--- config.mk ---
export PLATFORM = sky130hd
export DESIGN_NAME = pie_top
export DESIGN_NICKNAME = d
export VERILOG_FILES = /design/src/pie_pkg.sv /design/src/pie_flag_bank.sv /design/src/pie_irq_gate.sv /design/src/pie_top.sv
export VERILOG_INCLUDE_DIRS = /design/src
export SDC_FILE = /design/constraint.sdc
export NUM_CORES = 1
export LEC_CHECK = 0
export ABC_AREA = 1
export BUFFER_PORTS_ARGS = -buffer_cell sky130_fd_sc_hd__clkbuf_2
export CAP_MARGIN = 30
export CORE_UTILIZATION = 42
export DETAILED_ROUTE_END_ITERATION = 16
export PLACE_DENSITY = 0.73
export RECOVER_POWER = 25
export SLEW_MARGIN = 20
export SYNTH_ARGS = -nofsm -noshare
export SYNTH_HDL_FRONTEND = slang
export SYNTH_SLANG_ARGS = --single-unit
--- constraint.sdc ---
create_clock -name clock -period 1.1 [get_ports clock]
set_input_delay 0.11 -clock clock [delete_from_list [all_inputs] [get_ports clock]]
set_output_delay 0.11 -clock clock [all_outputs]
set_load 0.1 [all_outputs]
--- src/pie_defs.svh ---
// Offsets, field positions, reset values and masks of the interrupt enable block
`ifndef PIE_DEFS_SVH
`define PIE_DEFS_SVH

// Register byte offsets on the APB bus
`define PIE_OFF_ENABLE_1 8'h00
`define PIE_OFF_ENABLE_2 8'h04
`define PIE_OFF_CORE_CTRL 8'h08
`define PIE_OFF_FLAGS_1 8'h0C
`define PIE_OFF_FLAGS_2 8'h10
`define PIE_OFF_FLAG_CLEAR 8'h14

// Reset values
`define PIE_ENABLE_RESET 8'h00
`define PIE_CTRL_RESET 8'h00
`define PIE_FLAG_RESET 8'h00

// Implemented bits of each byte
`define PIE_MASK_1 8'hFF
`define PIE_MASK_2 8'hF5
`define PIE_MASK_CTRL 8'hC0
`define PIE_MASK_CAPCMP2 8'h01

// Core control fields
`define PIE_BIT_GLOBAL 7
`define PIE_BIT_GROUP 6

// First enable register fields
`define PIE_BIT_EEPROM_DONE 7
`define PIE_BIT_ADC_DONE 6
`define PIE_BIT_SERIAL_RX 5
`define PIE_BIT_SERIAL_TX 4
`define PIE_BIT_SYNC_SERIAL 3
`define PIE_BIT_CAPCMP1 2
`define PIE_BIT_TIMER2_MATCH 1
`define PIE_BIT_TIMER1_OVERFLOW 0

// Second enable register fields
`define PIE_BIT_OSC_FAIL 7
`define PIE_BIT_COMPARATOR2 6
`define PIE_BIT_COMPARATOR1 5
`define PIE_BIT_LCD 4
`define PIE_BIT_LOW_VOLTAGE 2
`define PIE_BIT_CAPCMP2 0

`endif

--- src/pie_pkg.sv ---
// Types shared by the interrupt enable block
`default_nettype none
package pie_pkg;
  // One register byte
  typedef logic [7:0] pie_byte_t;
  // Register selected by an APB address
  typedef enum logic [2:0] {
    SEL_NONE,
    SEL_ENABLE_1,
    SEL_ENABLE_2,
    SEL_CORE_CTRL,
    SEL_FLAGS_1,
    SEL_FLAGS_2,
    SEL_FLAG_CLEAR
  } pie_sel_t;
endpackage : pie_pkg
`default_nettype wire

--- src/pie_flag_bank.sv ---
// Bank of eight sticky interrupt flags, set by events, cleared by software
`default_nettype none
module pie_flag_bank #(
  parameter pie_pkg::pie_byte_t IMPL_MASK = 8'hFF
) (
  // Clock and reset
  input wire logic clock,
  input wire logic reset,
  // Events and clears
  input wire logic [7:0] set_pulse,
  input wire logic [7:0] clear_pulse,
  // Flag state
  output logic [7:0] flags
);

  // One sticky flag per bit; absent bits stay zero
  for (genvar i = 0; i < 8; i++) begin : g_flag
    if (IMPL_MASK[i]) begin : g_impl
      // Set wins over a clear in the same cycle
      always_ff @(posedge clock) begin
        if (reset) begin
          flags[i] <= 1'b0;
        end else if (set_pulse[i]) begin
          flags[i] <= 1'b1;
        end else if (clear_pulse[i]) begin
          flags[i] <= 1'b0;
        end
      end
    end else begin : g_absent
      assign flags[i] = 1'b0;
    end
  end
endmodule : pie_flag_bank
`default_nettype wire

--- src/pie_irq_gate.sv ---
// Combines flags, enables and the two group gates into one registered request
`default_nettype none
`include "pie_defs.svh"
module pie_irq_gate (
  // Clock and reset
  input wire logic clock,
  input wire logic reset,
  // Flags and enables
  input wire logic [7:0] flags_1,
  input wire logic [7:0] flags_2,
  input wire logic [7:0] enable_1,
  input wire logic [7:0] enable_2,
  // Group gates
  input wire logic group_enable,
  input wire logic global_enable,
  // Request to core
  output logic irq
);

  logic source_hit;
  logic next_irq;

  // Any flagged source whose enable is set
  assign source_hit = |{flags_1 & enable_1, flags_2 & enable_2};
  // Group and global gates block every source
  assign next_irq = source_hit & group_enable & global_enable;

  // Registered level request
  always_ff @(posedge clock) begin
    if (reset) begin
      irq <= 1'b0;
    end else begin
      irq <= next_irq;
    end
  end
endmodule : pie_irq_gate
`default_nettype wire

--- src/pie_top.sv ---
// Peripheral interrupt enable block with APB register access
//
// Register access over APB and the address map are this design's own decisions.
`default_nettype none
`include "pie_defs.svh"
// Contract
// - No source interrupts unless the peripheral group enable is also set.
// - First enable byte: eight read/write bits, zero at reset, fixed source order.
// - Second enable byte: six read/write bits, zero at reset, fixed positions.
// - Bits 3 and 1 of the second enable byte always read zero.
// - Oscillator fail enable passes or masks the oscillator fail interrupt.
// - Each comparator enable independently passes or masks its comparator interrupt.
// - LCD enable passes or masks the LCD interrupt.
// - Low voltage enable passes or masks the low voltage interrupt.
// - Capture compare 2 enable exists only on the larger variant.
// - Timer1 overflow enable passes or masks the timer1 overflow interrupt.
// - Flags set on their events regardless of any enable.
// - Group enable passes unmasked peripheral interrupts, or blocks them all.
// - Global enable passes unmasked interrupts, or blocks them all.
module pie_top #(
  parameter bit HAS_CAPCMP2 = 1'b1
) (
  // Clock and reset
  input wire logic clock,
  input wire logic reset,
  // APB slave
  input wire logic [7:0] paddr,
  input wire logic psel,
  input wire logic penable,
  input wire logic pwrite,
  input wire logic [31:0] pwdata,
  input wire logic [3:0] pstrb,
  output logic [31:0] prdata,
  output logic pready,
  output logic pslverr,
  // Peripheral event pulses
  input wire logic [7:0] events_1,
  input wire logic [7:0] events_2,
  // Interrupt request to the core
  output logic peripheral_irq
);

  // Implemented bits of the second byte for this variant
  localparam pie_pkg::pie_byte_t MASK_2 =
    HAS_CAPCMP2 ? `PIE_MASK_2 : (`PIE_MASK_2 & ~`PIE_MASK_CAPCMP2);

  pie_pkg::pie_byte_t enable_1;
  pie_pkg::pie_byte_t enable_2;
  pie_pkg::pie_byte_t core_ctrl;
  pie_pkg::pie_byte_t flags_1;
  pie_pkg::pie_byte_t flags_2;
  pie_pkg::pie_byte_t clear_1;
  pie_pkg::pie_byte_t clear_2;
  pie_pkg::pie_byte_t read_byte;
  pie_pkg::pie_sel_t sel;
  logic setup_phase;
  logic write_done;

  // Address decode of the word offsets
  function automatic pie_pkg::pie_sel_t decode(input logic [7:0] addr);
    case (addr)
      `PIE_OFF_ENABLE_1: decode = pie_pkg::SEL_ENABLE_1;
      `PIE_OFF_ENABLE_2: decode = pie_pkg::SEL_ENABLE_2;
      `PIE_OFF_CORE_CTRL: decode = pie_pkg::SEL_CORE_CTRL;
      `PIE_OFF_FLAGS_1: decode = pie_pkg::SEL_FLAGS_1;
      `PIE_OFF_FLAGS_2: decode = pie_pkg::SEL_FLAGS_2;
      `PIE_OFF_FLAG_CLEAR: decode = pie_pkg::SEL_FLAG_CLEAR;
      default: decode = pie_pkg::SEL_NONE;
    endcase
  endfunction : decode

  // Bus phase decode
  assign sel = decode(paddr);
  assign setup_phase = psel & ~penable;
  assign write_done = psel & penable & pready & pwrite;

  // Read mux; write-only clear reads zero
  always_comb begin
    case (sel)
      pie_pkg::SEL_ENABLE_1: read_byte = enable_1;
      pie_pkg::SEL_ENABLE_2: read_byte = enable_2;
      pie_pkg::SEL_CORE_CTRL: read_byte = core_ctrl;
      pie_pkg::SEL_FLAGS_1: read_byte = flags_1;
      pie_pkg::SEL_FLAGS_2: read_byte = flags_2;
      default: read_byte = 8'h00;
    endcase
  end

  // Answer one cycle after setup, with no wait state
  always_ff @(posedge clock) begin
    if (reset) begin
      pready <= 1'b0;
      pslverr <= 1'b0;
      prdata <= 32'h0000_0000;
    end else if (setup_phase) begin
      pready <= 1'b1;
      pslverr <= (sel == pie_pkg::SEL_NONE);
      prdata <= {24'h00_0000, read_byte};
    end else begin
      pready <= 1'b0;
      pslverr <= 1'b0;
      prdata <= 32'h0000_0000;
    end
  end

  // First enable byte, all bits writable
  always_ff @(posedge clock) begin
    if (reset) begin
      enable_1 <= `PIE_ENABLE_RESET;
    end else if (write_done && pstrb[0] && sel == pie_pkg::SEL_ENABLE_1) begin
      enable_1 <= pwdata[7:0] & `PIE_MASK_1;
    end
  end

  // Second enable byte, unimplemented bits forced to zero
  always_ff @(posedge clock) begin
    if (reset) begin
      enable_2 <= `PIE_ENABLE_RESET;
    end else if (write_done && pstrb[0] && sel == pie_pkg::SEL_ENABLE_2) begin
      enable_2 <= pwdata[7:0] & MASK_2;
    end
  end

  // Core control: global and group enables only
  always_ff @(posedge clock) begin
    if (reset) begin
      core_ctrl <= `PIE_CTRL_RESET;
    end else if (write_done && pstrb[0] && sel == pie_pkg::SEL_CORE_CTRL) begin
      core_ctrl <= pwdata[7:0] & `PIE_MASK_CTRL;
    end
  end

  // Write-one-to-clear strobes, one byte lane per flag byte
  assign clear_1 = (write_done && pstrb[0] && sel == pie_pkg::SEL_FLAG_CLEAR) ?
    pwdata[7:0] : 8'h00;
  assign clear_2 = (write_done && pstrb[1] && sel == pie_pkg::SEL_FLAG_CLEAR) ?
    pwdata[15:8] : 8'h00;

  // Sticky flags of the first group
  pie_flag_bank #(
    .IMPL_MASK(`PIE_MASK_1)
  ) u_flags_1 (
    .clock(clock),
    .reset(reset),
    .set_pulse(events_1),
    .clear_pulse(clear_1),
    .flags(flags_1)
  );

  // Sticky flags of the second group
  pie_flag_bank #(
    .IMPL_MASK(MASK_2)
  ) u_flags_2 (
    .clock(clock),
    .reset(reset),
    .set_pulse(events_2),
    .clear_pulse(clear_2),
    .flags(flags_2)
  );

  // Gate flags by enables, group and global
  pie_irq_gate u_gate (
    .clock(clock),
    .reset(reset),
    .flags_1(flags_1),
    .flags_2(flags_2),
    .enable_1(enable_1),
    .enable_2(enable_2),
    .group_enable(core_ctrl[`PIE_BIT_GROUP]),
    .global_enable(core_ctrl[`PIE_BIT_GLOBAL]),
    .irq(peripheral_irq)
  );
endmodule : pie_top
`default_nettype wire

=== Yosys cells after proc, flatten, opt, wreduce, memory -nomap -nowiden ===
Cells that the tools add are included.

* Equality and inequality tests: 11
* Muxes and demuxes: 33
* Bitwise operators: 10
* Reduce and logical (&&, ||, !) cells: 25

{| class="wikitable"
|+ Operators with widths
! kind !! number
|-
| 8-bit one-hot mux with 5 select lines || 1
|-
| 1-bit 2-to-1 mux || 29
|-
| 2-bit nonzero test || 14
|-
| 3-bit one-hot mux with 6 select lines || 1
|-
| 8-bit AND || 2
|-
| 8-bit by 4-bit == test with 1-bit output, second input constant || 2
|-
| 8-bit by 5-bit == test with 1-bit output, second input constant || 2
|-
| 8-bit 2-to-1 mux || 2
|-
| 16-bit OR reduction || 1
|-
| 3-bit == test, second input constant || 3
|-
| 8-bit by 3-bit == test with 1-bit output, second input constant || 1
|-
| 8-bit logical NOT || 1
|-
| 1-bit logical AND || 7
|-
| 1-bit AND || 6
|-
| 3-bit by 2-bit == test with 1-bit output, second input constant || 2
|-
| 3-bit by 1-bit == test with 1-bit output, second input constant || 1
|-
| 3-bit logical NOT || 1
|-
| 1-bit NOT || 2
|-
| 2-bit OR reduction || 1
|}

* Register bits after elaboration: 65
* Bits of input ports: 65
* Output and inout bits: 35
* Word-level logic and storage cells: 101

=== Logic depth before layout (Yosys ltp) ===
* Word-level depth: 8
* Gate-level depth with buffers: 9
* Mapped depth without buffers: 9

=== Hierarchy ===
From an unflattened synthesis, not the netlist that was laid out.

* Cells, all modules: 341
* Area, all modules: 2,262.2 um^2

{| class="wikitable"
|+ Modules (own cells, without submodules)
! module !! times used !! cells an instance !! area each (um^2)
|-
| pie_top || 1 || 233 || 1,546.5
|-
| pie_flag_bank at u_flags_1 || 1 || 41 || 331.6
|-
| pie_flag_bank at u_flags_2 || 1 || 33 || 236.5
|-
| pie_irq_gate || 1 || 34 || 147.6
|}

=== Least setup slack after synthesis ===
OpenSTA, ideal clock, no wires.

* Path type: register to register
* Start point: register pready
* End point: register core_ctrl[6]
* Library setup time: 116 ps
* Arrival: 1,751 ps
* Path slack: -767 ps
* Cell stages (with the launch flop): 7
* Period minus slack after synthesis: 1,867 ps
* Cell sequence: dfxtp_1 > nand4_2 > nor2_4 > buf_6 > nand2_2 > o21ai_0 > nor2_1

* Cells in the longest elaborated chain, start to end: 4

{| class="wikitable"
|+ Ends and longest elaborated chain
! item !! RTL line !! text
|-
| start, declared || pie_top.sv:34 || <nowiki>output logic pready,</nowiki>
|-
| start signal, assigned || pie_top.sv:92 || <nowiki>pready <= 1'b0;</nowiki>
|-
| start signal, assigned || pie_top.sv:96 || <nowiki>pready <= 1'b1;</nowiki>
|-
| start signal, assigned || pie_top.sv:100 || <nowiki>pready <= 1'b0;</nowiki>
|-
| 1-bit AND (2 in series) || pie_top.sv:75 || <nowiki>assign write_done = psel & penable & pready & pwrite;</nowiki>
|-
| 1-bit logical AND (2 in series) || pie_top.sv:128 || <nowiki>end else if (write_done && pstrb[0] && sel == pie_pkg::SEL_CORE_CTRL) begin</nowiki>
|-
| end signal, assigned || pie_top.sv:127 || <nowiki>core_ctrl <= `PIE_CTRL_RESET;</nowiki>
|-
| end signal, assigned || pie_top.sv:129 || <nowiki>core_ctrl <= pwdata[7:0] & `PIE_MASK_CTRL;</nowiki>
|-
| end, declared || pie_top.sv:49 || <nowiki>pie_pkg::pie_byte_t core_ctrl;</nowiki>
|}

Every way passes these cells.
A chain may end at the register's enable or synchronous reset.

=== Worst setup path after layout ===
* Start point: register pready
* End point: register enable_1[6]

* Cells in the longest elaborated chain, start to end: 4

{| class="wikitable"
|+ Ends and longest elaborated chain
! item !! RTL line !! text
|-
| 1-bit AND (2 in series) || pie_top.sv:75 ||
|-
| 1-bit logical AND (2 in series) || pie_top.sv:110 || <nowiki>end else if (write_done && pstrb[0] && sel == pie_pkg::SEL_ENABLE_1) begin</nowiki>
|-
| end signal, assigned || pie_top.sv:109 || <nowiki>enable_1 <= `PIE_ENABLE_RESET;</nowiki>
|-
| end signal, assigned || pie_top.sv:111 || <nowiki>enable_1 <= pwdata[7:0] & `PIE_MASK_1;</nowiki>
|-
| end, declared || pie_top.sv:47 || <nowiki>pie_pkg::pie_byte_t enable_1;</nowiki>
|}

Every way passes these cells.

==> summary.txt <==
Global routing
  – Vias in the first global route: around 2,100
  – Largest net degree at the start of global routing: 15
  – Initial antenna violation count: 0
  – Grt ovf: 0
  – Met2 usage: 36.90%
  – Total GRT Usage: about a fifth
  – Met1 global-route usage: 25.51%
  – Met3 Usage GRT: 5.075%
  – Global route hottest layer: met2
  – First-pass GRT wire length: a little under 9 mm

Setup path
  – Slowest stage delay, CP: 360 ps
  – Crit-path most repeated cell: nor2_1
  – Worst path arrival time: 1340 ps
  – Slowest cell on crit path: dfxtp_4
  – WS Path Type: flop to flop
  – Reg2Reg Setup Slack: -4 ps
  – R2R Path End: enable_1[6]
  – Reg2reg start: pready
  – Reg2reg path depth: 7
  – CP Cell Sequence: nand4_4, nor2_4, buf_4, nand2_8, clkinv_4, nor2_1, nor2_1
  – Crit-path leading delay family: simple AND/OR/NAND/NOR gates
  – Worst-path fanout max: 9
  – Critical Path RT: 1340 ps
  – CP Launch Type: flop
  – Crit path buf inv count: 2
  – Critical Path End Type: flop

Yosys
  – Synthesized flop and latch total: 41
  – YS warnings: 0
  – Synth Instances: ~320
  – Post-synth cell types: 26
  – Post-synthesis instance area: 2156 sq um
  – Avg Inst Size Synth: 6.844 sq um
  – Sequential share of the synthesized area: 38.07%

STA
  – Setup WS post-layout: -3.813 ps
  – Hold Vio Cnt, Final: 0
  – Min Tclk post-route: 1104 ps
  – Period utilization: 100.3%
  – Fmax achieved: 0.9060 GHz
  – Final setup fails: 2
  – RSZ-0062 raised after global routing: true
  – Final setup skew: 7.649 ps
  – Final Max Slew Viols: 0

Run status
  – Status: complete, but fails checks
  – Failing checks: negative setup slack

Pwr
  – Internal power: 2.561 mW
  – Peak supply drop: 0.8061 mV
  – Switch Pwr: 1.086 mW
  – Switching share of power: 29.79%
  – Gate power share: a little under a fifth
  – Leak: 1.364 nW
  – Final Power: 3.647 mW
  – Total power per unit cell area: about 1300 nW/um^2
  – Flop pwr share: 42.6%
  – Clk network pwr share: 39.2%

Finish
  – Fraction of layout cells with a size suffix above 1: 26.48%
  – Synth-to-layout area growth: 32.56%
  – Ant diodes: 0
  – Final core utilization: 59.32%
  – # fillers: 488
  – Final #Nets: roughly 450

Drt
  – First-iteration detailed-routing DRC count: 108
  – DR WL/cell: 11.24 um
  – DR vias/cell: 4.669
  – Routed Antenna Nets: 0
  – WL final: about 5.1 mm
  – DRC viols: 0
  – Vias: 2,129
  – First-pass iteration count of the detailed router: 5

Die
  – I/O pins: 100
  – DIE HEIGHT: 73.65 um
  – Initial core utilization: between 40 and 50%
  – DIE WIDTH: 73.65 um
  – Core Rows: 25
  – Die ar.: roughly 5400 sq um
  – Core region area: 4817 sq um

Clocking
  – Longest Clk Path Bufs: 2
  – Clock-pin slew on the worst setup and hold paths: 80 ps
  – Root Buffer Master: clkbuf_8
  – CTS tree: yes
  – H-tree Lvls: 2
  – CTS Sinks: 41
  – CTS Buf Count: 5
  – Clk_lat worst skew: ~300 ps

Hold path
  – Hold depth: 3
  – Min-delay src: events_2[6]
  – Hold EP: u_flags_2.flags[6]
  – Hold WC Path Type: primary input to flop

Flow run
  – Max_cap viols: 0

Place
  – Port Buffer Count: 53
  – Routability Congestion: slightly below 0.9
  – Dpl hpwl: just under 4 mm
-- power groups by stage --
stage          clock network (mW)  registers (mW)  logic [mW]
6_report                     1.43            1.55       0.664
5_1_grt                      1.50            1.56       0.707
4_1_cts                      1.44            1.55       0.664
3_5_place_dp                    0            1.59       0.660
3_3_place_gp                    0            1.59       0.654
2_1_floorplan                   0            1.60       0.541
-- per-layer routing --
| metal | vias up | part of all wire [%] |
|---|---|---|
| li1 | 1082 | - |
| met1 | 950 | 45 |
| met2 | 85 | 48 |
| met3 | 12 | 5.0 |
| met4 | 0 | 2.4 |
| met5 | - | 0 |
-- area by class of cell --
| cell class | instances | area, sq um | share of cell area, % |
|---|---|---|---|
| multi-input combinational | 223 | 1057 | 37.00 |
| clock inverter | 3 | 65.06 | 2.277 |
| clock buffer | 5 | 68.82 | 2.408 |
| timing repair buffer | 72 | 576.8 | 20.18 |
| tap | 67 | 83.83 | 2.933 |
| inverter | 45 | 181.4 | 6.349 |
| sequential | 41 | 824.5 | 28.85 |
-- registers in the layout, indices dropped and copies added, names as in the netlist --
name / flops
pready: 1
enable_2: 6
u_gate.irq: 1
u_flags_2.flags: 6
prdata: 8
enable_1: 8
core_ctrl: 2
pslverr: 1
u_flags_1.flags: 8
-- through the flow --
step	cells	cell area, sq um	hold WS, ps	TNS [ps]	setup WS, ps
2_1_floorplan	338	2255	172.9	-4913	-213.3
3_3_place_gp	447	2714	334.3	-378.0	-49.51
3_5_place_dp	447	2714	334.6	-1493	-72.58
4_1_cts	456	2879	24.08	-13.78	-8.118
5_1_grt	456	2858	30.08	-1502	-94.77
6_report	456	2858	17.87	-5.421	-3.813
-- worst register-to-register path, stage by stage (launching register included) --
cell and delay, ps:
dfxtp_4 360, nand4_4 90, nor2_4 130, buf_4 150, nand2_8 80, clkinv_4 90, nor2_1 50, nor2_1 90
-- cell usage in the layout (no fill, tap or decap), types with 4 or more instances in the layout --
master	netlist	final
nand3_1	32	32
nand2_1	54	54
dfxtp_1	41	40
a21oi_1	15	14
nor2_1	56	55
inv_1	39	39
nand2_2	4	4
clkbuf_2	0	42
nor2_4	4	5
buf_4	24	18
o21ai_0	19	9
clkbuf_8	0	5
conb_1	1	24
buf_12	0	11
o21ai_1	6	15
-- cell families (layout without fill, tap and decap cells) --
logic type             Yosys count  in the layout  share of synthesized area (%)
AO/OA/AOI/OAI                   42             42                          9.866
flip-flops                      41             41                          38.07
buffers and inverters           74            125                          18.40
other                            1             24                         0.1739
AND/OR/NAND/NOR                157            157                          33.49
-- worst max-delay path by stage --
stage                             end  cells after the start  slack (ps)  startpoint
after floorplan           enable_2[0]                      6        -210      pready
after global placement      prdata[4]                      8         -50    paddr[1]
after detailed placement    prdata[4]                      8         -70    paddr[1]
after CTS                 enable_2[7]                      7          -8      pready
after global routing      enable_1[7]                      7         -90      pready
final                     enable_1[6]                      7          -4      pready
-- cells in the mapped netlist --
| library cell | count | area share (%) |
|---|---|---|
| a21oi_1 | 15 | 3.5 |
| buf_2 | 1 | 0.23 |
| buf_4 | 24 | 8.4 |
| buf_6 | 2 | 1.0 |
| clkbuf_1 | 2 | 0.35 |
| clkinv_1 | 1 | 0.17 |
| clkinv_4 | 2 | 0.81 |
| conb_1 | 1 | 0.17 |
| dfxtp_1 | 41 | 38 |
| inv_1 | 39 | 6.8 |
| inv_2 | 2 | 0.35 |
| inv_4 | 1 | 0.29 |
| nand2_1 | 54 | 9.4 |
| nand2_2 | 4 | 1.2 |
| nand2_4 | 1 | 0.52 |
| nand2_8 | 1 | 0.93 |
| nand3_1 | 32 | 7.4 |
| nand4_1 | 1 | 0.29 |
| nand4_2 | 1 | 0.58 |
| nor2_1 | 56 | 9.8 |
| nor2_2 | 2 | 0.58 |
| nor2_4 | 4 | 2.1 |
| nor3_4 | 1 | 0.75 |
| o21ai_0 | 19 | 4.4 |
| o21ai_1 | 6 | 1.4 |
| o22ai_1 | 2 | 0.58 |
-- what timing repair did --
action,in CTS,in global routing
setup endpoints to repair,22,30
resized for setup,5,1
buffers inserted,1,0
pin swaps,1,1
hold buffers,0,0
Note: power is estimated with default switching activity, not from simulation.
